$ cat src/hw/iod_pkg.sv
// Constants and types for the indexed-offset instruction decode block.
// Assumes one clock with four clock cycles (Q1..Q4) per instruction cycle.
package iod_pkg;
    // Operand field layout of the 16-bit instruction word
    localparam int OFFSET_LSB = 0;
    localparam int ACCESS_BIT = 8;
    localparam int DEST_BIT = 9;
    localparam int BITPOS_LSB = 9;
    // Opcode prefixes
    localparam logic [5:0] ADD_PREFIX = 6'h09;
    localparam logic [3:0] BSET_PREFIX = 4'h8;
    localparam logic [6:0] FILL_PREFIX = 7'h34;
    // Addressing
    localparam logic [7:0] IDX_MAX_OFFSET = 8'h5f;
    localparam logic [7:0] ACCESS_SPLIT = 8'h80;
    localparam logic [3:0] ACCESS_HI_BANK = 4'hf;
    localparam logic [3:0] ACCESS_LO_BANK = 4'h0;
    // Data values
    localparam logic [7:0] FILL_VALUE = 8'hff;
    localparam logic DEST_ACC = 1'b0;
    // Status flag positions
    localparam int ST_C = 0;
    localparam int ST_DC = 1;
    localparam int ST_Z = 2;
    localparam int ST_OV = 3;
    localparam int ST_N = 4;
    // Reset values
    localparam logic [7:0] ACC_RESET = 8'h00;
    localparam logic [4:0] STATUS_RESET = 5'h00;
    localparam logic EXT_RESET = 1'b0;
    localparam logic [15:0] NOP_WORD = 16'h0000;

    typedef enum logic [1:0] {OP_NONE, OP_ADD, OP_BSET, OP_FILL} iod_op_t;
    typedef enum logic [1:0] {Q1, Q2, Q3, Q4} iod_phase_t;
endpackage : iod_pkg

$ cat src/hw/iod_dec_if.sv
// Carrier between the execute core and the instruction decoder.
// Assumes the core owns the word and the pointers, the decoder answers combinationally.
`timescale 1ns/1ps
interface iod_dec_if;
    logic clk;
    logic rst;
    logic [15:0] word;
    logic ext_en;
    logic [11:0] frame_ptr;
    logic [3:0] bank;
    iod_pkg::iod_op_t op;
    logic dest_f;
    logic [2:0] bitpos;
    logic indexed;
    logic [11:0] eff_addr;

    modport dec (input clk, input rst, input word, input ext_en, input frame_ptr, input bank,
                 output op, output dest_f, output bitpos, output indexed, output eff_addr);
    modport core (output clk, output rst, output word, output ext_en, output frame_ptr, output bank,
                  input op, input dest_f, input bitpos, input indexed, input eff_addr);
endinterface : iod_dec_if

$ cat src/hw/iod_decode.sv
// Opcode classification and effective address formation.
// Assumes the word, pointer and bank inputs stay stable while the core samples the answer.
`timescale 1ns/1ps
module iod_decode (
    iod_dec_if.dec dif
);
    function automatic iod_pkg::iod_op_t classify(input logic [15:0] w);
        if (w[15:10] == iod_pkg::ADD_PREFIX)
            return iod_pkg::OP_ADD;
        else if (w[15:12] == iod_pkg::BSET_PREFIX)
            return iod_pkg::OP_BSET;
        else if (w[15:9] == iod_pkg::FILL_PREFIX)
            return iod_pkg::OP_FILL;
        else
            return iod_pkg::OP_NONE;
    endfunction : classify

    logic [7:0] f;
    logic acc_sel;

    assign f = dif.word[iod_pkg::OFFSET_LSB +: 8];
    assign acc_sel = dif.word[iod_pkg::ACCESS_BIT];
    assign dif.op = classify(dif.word);
    assign dif.dest_f = dif.word[iod_pkg::DEST_BIT];
    assign dif.bitpos = dif.word[iod_pkg::BITPOS_LSB +: 3];
    // Offset form only with the extension on, access bank chosen and a small operand
    assign dif.indexed = dif.ext_en && !acc_sel && (f <= iod_pkg::IDX_MAX_OFFSET);

    always_comb
    begin
        if (dif.indexed)
            dif.eff_addr = dif.frame_ptr + {4'h0, f};
        else if (acc_sel)
            dif.eff_addr = {dif.bank, f};
        else if (f < iod_pkg::ACCESS_SPLIT)
            dif.eff_addr = {iod_pkg::ACCESS_LO_BANK, f};
        else
            dif.eff_addr = {iod_pkg::ACCESS_HI_BANK, f};
    end

    ////////////////////////////////////////////////////////////////////////////
    low_access_a: assert property (@(posedge dif.clk) disable iff (dif.rst)
        (dif.ext_en && !dif.word[iod_pkg::ACCESS_BIT] && dif.word[7:0] <= iod_pkg::IDX_MAX_OFFSET) |->
        dif.indexed)
        else $error("small access operand not taken as offset");
    idx_gate_a: assert property (@(posedge dif.clk) disable iff (dif.rst)
        dif.indexed |-> (dif.ext_en && !dif.word[iod_pkg::ACCESS_BIT] && dif.word[7:0] <= iod_pkg::IDX_MAX_OFFSET))
        else $error("indexed form outside its conditions");
endmodule : iod_decode

$ cat src/hw/iod_core.sv
// Execute core for indexed add, indexed bit set and indexed fill.
// Assumes an external data memory with a same-cycle read port and a write strobe.
// Function
// - Extension on: access operand up to 5Fh is an offset from the frame pointer.
// - Indexed add sums accumulator and byte at frame pointer plus offset 0..95.
// - Add destination bit 0 writes accumulator, 1 writes memory location.
// - Indexed add updates negative, overflow, carry, digit carry and zero.
// - Indexed add is opcode 0010 01d0 with an 8-bit offset.
// - One word, one cycle: decode Q1, offset Q2, process Q3, write Q4.
// - Indexed bit set sets bit b of indexed byte, flags untouched.
// - Indexed bit set is opcode 1000 bbb0 with an 8-bit offset.
// - Indexed fill writes FFh to indexed byte, flags untouched.
// - Indexed fill is opcode 0110 1000 with offset, one word, one cycle.
// - Extension enable defaults to 0; the programmer must set it.
// - Offset form only when access bit is 0; else bank register chooses bank.
`timescale 1ns/1ps
module iod_core (
    // Clock, reset, enable
    input wire logic CLK_I,
    input wire logic RST_I,
    input wire logic CE_I,
    // Instruction and configuration
    input wire logic [15:0] INSTR_I,
    input wire logic INSTR_VALID_I,
    input wire logic EXT_ENABLE_I,
    input wire logic [11:0] FRAME_PTR_I,
    input wire logic [3:0] BANK_I,
    // Data memory
    input wire logic [7:0] DMEM_RDATA_I,
    output logic [11:0] DMEM_ADDR_O,
    output logic DMEM_RD_O,
    output logic [7:0] DMEM_WDATA_O,
    output logic DMEM_WE_O,
    // Core state
    output logic [7:0] ACC_O,
    output logic [4:0] STATUS_O,
    output logic EXT_MODE_O,
    output logic CYCLE_END_O
);
    iod_dec_if dif ();
    iod_decode u_decode (.dif(dif));

    iod_pkg::iod_phase_t q;
    logic [15:0] ir;
    logic cfg_taken;
    iod_pkg::iod_op_t op_r;
    logic dest_r;
    logic [2:0] bit_r;
    logic [4:0] flags_r;
    logic [8:0] sum;
    logic [4:0] nib;
    logic [7:0] next_res;
    logic [4:0] next_flags;

    assign dif.word = ir;
    assign dif.ext_en = EXT_MODE_O;
    assign dif.frame_ptr = FRAME_PTR_I;
    assign dif.bank = BANK_I;
    assign dif.clk = CLK_I;
    assign dif.rst = RST_I;

    ////////////////////////////////////////////////////////////////////////////
    // Phase sequencer
    always_ff @(posedge CLK_I or posedge RST_I)
    begin
        if (RST_I)
            q <= iod_pkg::Q1;
        else if (CE_I)
        begin
            case (q)
                iod_pkg::Q1: q <= iod_pkg::Q2;
                iod_pkg::Q2: q <= iod_pkg::Q3;
                iod_pkg::Q3: q <= iod_pkg::Q4;
                iod_pkg::Q4: q <= iod_pkg::Q1;
                default: q <= iod_pkg::Q1;
            endcase
        end
    end

    always_ff @(posedge CLK_I or posedge RST_I)
    begin
        if (RST_I)
            CYCLE_END_O <= 1'b0;
        else if (CE_I)
            CYCLE_END_O <= (q == iod_pkg::Q4);
    end

    // Configuration is taken once after reset so a mid-run change cannot flip addressing
    always_ff @(posedge CLK_I or posedge RST_I)
    begin
        if (RST_I)
        begin
            EXT_MODE_O <= iod_pkg::EXT_RESET;
            cfg_taken <= 1'b0;
        end
        else if (CE_I && !cfg_taken)
        begin
            EXT_MODE_O <= EXT_ENABLE_I;
            cfg_taken <= 1'b1;
        end
    end

    ////////////////////////////////////////////////////////////////////////////
    // Decode: word latched in Q1, fields and address taken in Q2
    always_ff @(posedge CLK_I or posedge RST_I)
    begin
        if (RST_I)
            ir <= iod_pkg::NOP_WORD;
        else if (CE_I && q == iod_pkg::Q1)
            ir <= INSTR_VALID_I ? INSTR_I : iod_pkg::NOP_WORD;
    end

    always_ff @(posedge CLK_I or posedge RST_I)
    begin
        if (RST_I)
        begin
            op_r <= iod_pkg::OP_NONE;
            dest_r <= 1'b0;
            bit_r <= 3'h0;
            DMEM_ADDR_O <= 12'h000;
        end
        else if (CE_I && q == iod_pkg::Q2)
        begin
            op_r <= dif.op;
            dest_r <= dif.dest_f;
            bit_r <= dif.bitpos;
            DMEM_ADDR_O <= dif.eff_addr;
        end
    end

    ////////////////////////////////////////////////////////////////////////////
    // Process in Q3
    always_comb
    begin
        sum = {1'b0, ACC_O} + {1'b0, DMEM_RDATA_I};
        nib = {1'b0, ACC_O[3:0]} + {1'b0, DMEM_RDATA_I[3:0]};
        next_flags = STATUS_O;
        next_res = DMEM_RDATA_I;
        case (op_r)
            iod_pkg::OP_ADD:
            begin
                next_res = sum[7:0];
                next_flags[iod_pkg::ST_C] = sum[8];
                next_flags[iod_pkg::ST_DC] = nib[4];
                next_flags[iod_pkg::ST_Z] = (sum[7:0] == 8'h00);
                next_flags[iod_pkg::ST_N] = sum[7];
                next_flags[iod_pkg::ST_OV] = (ACC_O[7] == DMEM_RDATA_I[7]) && (sum[7] != ACC_O[7]);
            end
            iod_pkg::OP_BSET: next_res = DMEM_RDATA_I | (8'h01 << bit_r);
            iod_pkg::OP_FILL: next_res = iod_pkg::FILL_VALUE;
            default: next_res = DMEM_RDATA_I;
        endcase
    end

    always_ff @(posedge CLK_I or posedge RST_I)
    begin
        if (RST_I)
            DMEM_RD_O <= 1'b0;
        else if (CE_I)
            DMEM_RD_O <= (q == iod_pkg::Q2) && (dif.op != iod_pkg::OP_NONE);
    end

    always_ff @(posedge CLK_I or posedge RST_I)
    begin
        if (RST_I)
        begin
            DMEM_WDATA_O <= 8'h00;
            DMEM_WE_O <= 1'b0;
            flags_r <= iod_pkg::STATUS_RESET;
        end
        else if (CE_I && q == iod_pkg::Q3)
        begin
            DMEM_WDATA_O <= next_res;
            flags_r <= next_flags;
            // A sum bound for the accumulator never touches memory
            DMEM_WE_O <= (op_r != iod_pkg::OP_NONE) &&
                         !(op_r == iod_pkg::OP_ADD && dest_r == iod_pkg::DEST_ACC);
        end
        else if (CE_I)
            DMEM_WE_O <= 1'b0;
    end

    ////////////////////////////////////////////////////////////////////////////
    // Write back in Q4; only the add touches accumulator and flags
    always_ff @(posedge CLK_I or posedge RST_I)
    begin
        if (RST_I)
        begin
            ACC_O <= iod_pkg::ACC_RESET;
            STATUS_O <= iod_pkg::STATUS_RESET;
        end
        else if (CE_I && q == iod_pkg::Q4 && op_r == iod_pkg::OP_ADD)
        begin
            STATUS_O <= flags_r;
            if (dest_r == iod_pkg::DEST_ACC)
                ACC_O <= DMEM_WDATA_O;
        end
    end

    ////////////////////////////////////////////////////////////////////////////
    phase_wrap_a: assert property (@(posedge CLK_I) disable iff (RST_I)
        (q == iod_pkg::Q4 && CE_I) |=> (q == iod_pkg::Q1))
        else $error("phase did not wrap to Q1");
    idx_addr_a: assert property (@(posedge CLK_I) disable iff (RST_I)
        (q == iod_pkg::Q2 && CE_I && dif.indexed) |=>
        (DMEM_ADDR_O == $past(FRAME_PTR_I) + {4'h0, $past(ir[7:0])}))
        else $error("indexed address wrong");
    bank_addr_a: assert property (@(posedge CLK_I) disable iff (RST_I)
        (q == iod_pkg::Q2 && CE_I && ir[iod_pkg::ACCESS_BIT]) |=>
        (DMEM_ADDR_O == {$past(BANK_I), $past(ir[7:0])}))
        else $error("banked address wrong");
    add_acc_dest_a: assert property (@(posedge CLK_I) disable iff (RST_I)
        (q == iod_pkg::Q4 && op_r == iod_pkg::OP_ADD && dest_r == iod_pkg::DEST_ACC) |-> !DMEM_WE_O)
        else $error("accumulator-bound add wrote memory");
    add_mem_dest_a: assert property (@(posedge CLK_I) disable iff (RST_I)
        (q == iod_pkg::Q3 && CE_I && op_r == iod_pkg::OP_ADD && dest_r) |=>
        (DMEM_WE_O && DMEM_WDATA_O == $past(ACC_O) + $past(DMEM_RDATA_I)))
        else $error("memory-bound add wrong");
    add_zero_a: assert property (@(posedge CLK_I) disable iff (RST_I)
        (q == iod_pkg::Q4 && CE_I && op_r == iod_pkg::OP_ADD) |=>
        (STATUS_O[iod_pkg::ST_Z] == ($past(DMEM_WDATA_O) == 8'h00)))
        else $error("zero flag wrong");
    fill_value_a: assert property (@(posedge CLK_I) disable iff (RST_I)
        (DMEM_WE_O && op_r == iod_pkg::OP_FILL) |-> (DMEM_WDATA_O == iod_pkg::FILL_VALUE))
        else $error("fill value wrong");
    bset_bit_a: assert property (@(posedge CLK_I) disable iff (RST_I)
        (q == iod_pkg::Q3 && CE_I && op_r == iod_pkg::OP_BSET) |=>
        (DMEM_WE_O && DMEM_WDATA_O[bit_r] && (DMEM_WDATA_O | (8'h01 << bit_r)) == ($past(DMEM_RDATA_I) | (8'h01 << bit_r))))
        else $error("bit set result wrong");
    flags_kept_a: assert property (@(posedge CLK_I) disable iff (RST_I)
        (op_r == iod_pkg::OP_BSET || op_r == iod_pkg::OP_FILL) |=> $stable(STATUS_O))
        else $error("flags changed by set or fill");
    add_decode_a: assert property (@(posedge CLK_I) disable iff (RST_I)
        (ir[15:10] == iod_pkg::ADD_PREFIX |-> dif.op == iod_pkg::OP_ADD) and
        (ir[15:9] == iod_pkg::FILL_PREFIX |-> dif.op == iod_pkg::OP_FILL))
        else $error("opcode misdecoded");
    ext_default_a: assert property (@(posedge CLK_I) disable iff (RST_I)
        !EXT_MODE_O |-> !dif.indexed)
        else $error("offset form while extension off");
endmodule : iod_core

$ cat config.mk
export PLATFORM = sky130hd
export DESIGN_NAME = iod_core
export DESIGN_NICKNAME = d
export VERILOG_FILES = /design/src/hw/iod_pkg.sv /design/src/hw/iod_dec_if.sv /design/src/hw/iod_decode.sv /design/src/hw/iod_core.sv
export SDC_FILE = /design/constraint.sdc
export NUM_CORES = 1
export LEC_CHECK = 0
export BUFFER_PORTS_ARGS = -buffer_cell sky130_fd_sc_hd__buf_4
export CAP_MARGIN = 10
export CORE_MARGIN = 2
export CORE_UTILIZATION = 49
export DETAILED_ROUTE_END_ITERATION = 8
export GPL_ROUTABILITY_DRIVEN = 0
export PLACE_DENSITY_LB_ADDON = 0.25
export SLEW_MARGIN = 20
export SYNTH_ARGS = -nofsm -noshare
export SYNTH_HDL_FRONTEND = slang
export SYNTH_SLANG_ARGS = --single-unit
$ cat constraint.sdc
create_clock -name CLK_I -period 2.4 [get_ports CLK_I]
set_clock_uncertainty 0.1 [all_clocks]
set_input_delay 0.24 -clock CLK_I [delete_from_list [all_inputs] [get_ports CLK_I]]
set_output_delay 0.24 -clock CLK_I [all_outputs]
set_load 0.1 [all_outputs]
After elaboration in Yosys (flattened, before gate mapping)
Index checks and enable logic that the tools add are counted.
W data, S select, Z words.
- output and inout port bits: 37
- bits in registers: 67
- word-level logic and storage cells: 67
- input bits: 45
- reductions and logical operators: 21
- add/subtract/negate cells: 3
- bitwise gates (word level): 2
- magnitude comparators: 2
- shift-type cells: 1
- eq/ne operators: 11
- mux-type cells: 12
- operators with widths (operator ; count):
    $mux W12 ; 3
    $pmux W8 S3 ; 1
    $mux W16 ; 1
    $add A12 B8 Y12 ; 1
    $logic_and A1 B1 Y1 ; 12
    $add A8 B8 Y9 ; 1
    $eq A2 B2 Y1 const B ; 4
    $le A8 B7 Y1 const B ; 1
    $logic_not A8 Y1 ; 1
    $lt A8 B8 Y1 const B ; 1
    $or A8 B8 Y8 ; 1
    $pmux W2 S4 ; 1
    $shl A1 B3 Y8 const A ; 1
    $eq A7 B6 Y1 const B ; 1
    $eq A6 B4 Y1 const B ; 1
    $mux W2 ; 3
    $reduce_bool A2 Y1 ; 3
    $add A4 B4 Y5 ; 1
    $mux W5 ; 1
    $eq A2 B1 Y1 const B ; 2
    $eq A4 B4 Y1 const B ; 1
    $logic_not A1 Y1 ; 3
    $logic_not A2 Y1 ; 1
    $mux W1 ; 2
    4 further kinds ; 4

Logic depth before layout (Yosys ltp)
- word-level depth: 6
- depth in mapped cells: 9
- gate-level depth less buffers: 9

Hierarchy
Synthesis repeated with hierarchy kept, for this count alone.
- cell total of the unflattened synthesis: 384
- area, all modules: 3811.2 µm²
- modules (own cells, without submodules) (module ; area an instance (µm²) ; seq. area each (µm²) ; cells each ; times used):
    iod_core ; 3149.3 ; 1676.6 ; 282 ; 1
    iod_decode ; 661.9 ; 0.0 ; 102 ; 1

Worst setup path after synthesis
OpenSTA, ideal clock, no wires.
- path type: register to register
- from: reg ACC_O[0]
- to: reg flags_r[2]
- required time: 2224 ps
- path buffers: 0
- data arrival time: 2926 ps
- clock period less this slack: 3102 ps
- library setup time: 76 ps
- stages on the path, launching flop included: 10
- slack: -702 ps
- cell sequence: dfrtp_1 -> ha_1 -> inv_1 -> fa_1 -> nand2b_1 -> a211oi_2 -> o311a_1 -> nor2_1 -> or4_1 -> o21ai_1
- word-level cells in the longest chain between the ends: 3
- RTL lines (what ; line ; text):
    start, declared ; iod_core.sv:35 ; output logic [7:0] ACC_O,
    start signal, assigned ; iod_core.sv:189 ; ACC_O <= iod_pkg::ACC_RESET;
    $add A8 B8 Y9 ; iod_core.sv:135 ; sum = {1'b0, ACC_O} + {1'b0, DMEM_RDATA_I};
    $logic_not A8 Y1 ; iod_core.sv:145 ; next_flags[iod_pkg::ST_Z] = (sum[7:0] == 8'h00);
    $mux W5 ; iod_core.sv:139 ; case (op_r)
    end signal, assigned ; iod_core.sv:169 ; flags_r <= iod_pkg::STATUS_RESET;
    end signal, assigned ; iod_core.sv:174 ; flags_r <= next_flags;
    end, declared ; iod_core.sv:49 ; logic [4:0] flags_r;
No other way between the ends.
A chain may end at the register's enable or synchronous reset.

Final worst setup path
Ends and elaborated chain as after synthesis.

==> flow_metrics.tcl <==
set metrics [dict create \
    outcome "complete, no violations" \
    synth_seq_cells 66 \
    post-route-period-util_pct 99.1 \
    p_per_area_nw_per_um2 1290 \
    cap_violations 0 \
    numPortBuffers 81 \
    grt_pass1_vias 3089 \
    setup_viol 0 \
    synthFlopType "dfrtp_1" \
    drtAntennaViolNets 0 \
    antennaDiodeCount 0 \
    antenna_found_initial 0 \
    io_pins 82 \
    rsz0062_at_grt "true" \
    vias_per_cell 5.30 \
    drv_slew 0 \
    die_area_sq_um 8290 \
    grt_pass1_wl_um 14500 \
    cts_made_buffers 9 \
    drt_iter0_markers 144 \
    regArea_sq_um 1660 \
    cts_root_buf "clkbuf_8" \
    hold_path.class "input pin to flop" \
    post_drt_wl_per_cell_um 14.3 \
    max-slew-margin-rel_pct 44.8 \
    cts_sinks 66 \
    leakagePower_nw 2.28 \
    area_delta_synth_final_pct 27.9 \
    fin_nets 564 \
    end_kind "flop" \
    fill_cells 632 \
    yosysSeqAreaShare_pct 44.5 \
    netlist_instances 410 \
    insertion_delay_ps 350 \
    ys_warn_count 0 \
    drc_errors 0 \
    dp_hpwl_um 6460 \
    timing.fmax_mhz 420 \
    syn_nets 478 \
    tns_ps 0 \
    pre_cts_slack_ps -79.4 \
    multi_input_area_sq_um 1980 \
    irDropWorstVdd_v 0.000647 \
    core_area_sq_um 7290 \
    netlist_area_sq_um 3710 \
    synth-edff-count 0 \
    cts-htree-levels 3 \
    crit_type "flop to flop" \
    hold_viol 0 \
    worstSetupStartpointType "flop" \
    drt-total-wl_um 8560 \
    track_usage_pct 21.8 \
    drive_gt1_share_pct 27.9 \
    worst_slew_pin_slew_ps 826 \
    num_rows 31 \
    firstDrtPassIters 4 \
    power_mw 6.11 \
    die_x_um 91.1 \
    dp_cells 582 \
    via_count 3177 \
    cp_data_required_time_ps 2580 \
    cp.arrival_ps 2560 \
    grt_overflow 0 \
    cts_tree "done" \
    die_y_um 91.1 \
    min_period_ps 2380 \
    fin_ws_ps 21.7 \
    postSynth.asyncResetShare_pct 100 \
    instances_no_fill 600 \
    ys_types 46 \
    start_util_pct 50.9 \
    grt_max_degree 33 \
    synth_area_per_cell_sq_um 9.06 \
    path_clk_slew_ps 70 \
    clk_path_buf_depth 2 \
    crit_fanout 3 \
]
-- metrics by stage --
| stage | utilization (%) | instance area [sq um] | hold slack, ps |
|---|---|---|---|
| after floorplan | - | 3740 | 285 |
| after CTS | 65.0 | 4740 | 24.7 |
| final | 65.2 | 4750 | 31.3 |
| after global placement | 61.7 | 4500 | 237 |
| after global routing | 65.2 | 4750 | 34.3 |
| after detailed placement | 61.7 | 4500 | 244 |
-- placed cells by master (no fill, tap or decap), types with 8 or more instances in the layout --
cell       n
a211oi_1   8
a21oi_1   20
nor3_1    11
nand2_1   80
ha_1      20
o21ai_0   37
dfrtp_1   62
mux2_2    14
buf_4     90
inv_1     12
clkbuf_8  13
nand3_1    8
nor2_1    22
-- registers in the layout, summed over array words and instances, names as in the netlist, 2 cells and up --
name	count
q	2
ACC_O	8
STATUS_O	5
DMEM_WDATA_O	8
dif.word	16
DMEM_ADDR_O	12
op_r	2
bit_r	3
flags_r	5
-- critical path, cell delays in order (launching register included) --
cell,delay [ps]
dfrtp_2,390
ha_4,150
inv_2,40
fa_2,340
nand2b_4,160
a211oi_4,240
o311a_1,210
nor2_2,60
or4_4,510
o21ai_2,110
-- logic make-up (layout without fill, tap and decap cells) --
family	after synthesis	after routing	share of synthesized area [%]
muxes	18	18	5.32
xor gates and xnor gates	7	7	1.65
AOI/OAI and AO/OA	110	110	18.2
buffers and inverters	32	123	3.54
and+or+nand+nor	154	154	18.7
adders and majority gates	23	23	8.15
DFF	66	66	44.5
-- metal layers --
metal	part of all wire, %	vias to the layer above	GRT usage [%]
li1	-	1620	-
met1	48	1463	32.0
met2	45	83	32.2
met3	5.7	11	3.40
met4	1.6	0	8.46
met5	0	-	0
-- power by group --
| part | total (mW) | switching, mW | leakage [nW] | internal (mW) |
|---|---|---|---|---|
| Clock | 1.01 | 0.418 | 0.110 | 0.595 |
| Sequential | 1.76 | 0.298 | 0.850 | 1.47 |
| Combinational | 3.33 | 2.43 | 1.32 | 0.900 |
-- area by class of cell --
class | count | share of cell area (%)
Sequential cell | 66 | 34.9
Clock buffer | 15 | 3.92
Multi-Input combinational cell | 312 | 41.6
Clock inverter | 1 | 0.632
Timing Repair Buffer | 93 | 15.3
Inverter | 14 | 1.11
Tap cell | 99 | 2.61
-- repair_timing --
action | CTS | global route
resized for setup | 1 | 5
setup endpoints to repair | 1 | 3
hold endpoints to repair | 23 | 0
buffers inserted | 1 | 0
hold buffers | 1 | 0
pin swaps | 3 | 1
-- synth_stat cells (6+ instances only) --
cell | number | area [sq um]
a21o_1 | 7 | 52.6
nand3_1 | 8 | 40.0
mux2_2 | 14 | 158
nand2_1 | 80 | 300
nor3_1 | 11 | 55.1
a31oi_1 | 6 | 37.5
nand2b_1 | 6 | 37.5
o21ai_0 | 39 | 195
a211oi_1 | 8 | 60.1
clkbuf_1 | 16 | 60.1
xnor2_1 | 6 | 52.6
ha_1 | 21 | 263
nor2_1 | 23 | 86.3
inv_1 | 14 | 52.6
a21oi_1 | 21 | 105
dfrtp_1 | 66 | 1650
-- path summary, 6_finish.rpt --
| path | start | endpoint | slack [ps] | cells past startpoint |
|---|---|---|---|---|
| setup / recovery | ACC_O[0] | flags_r[2] | 20 | 9 |
| hold / removal | EXT_ENABLE_I | EXT_MODE_O | 30 | 2 |
| setup reg to reg | ACC_O[0] | flags_r[2] | 20 | 9 |
| hold reg to reg | cfg_taken | cfg_taken | 370 | 1 |
| max in group asynchronous | RST_I | dif.word[6] | 1260 | 4 |
| min in group asynchronous | RST_I | DMEM_ADDR_O[9] | 420 | 3 |
No activity file was read; power rests on OpenSTA's default activity.
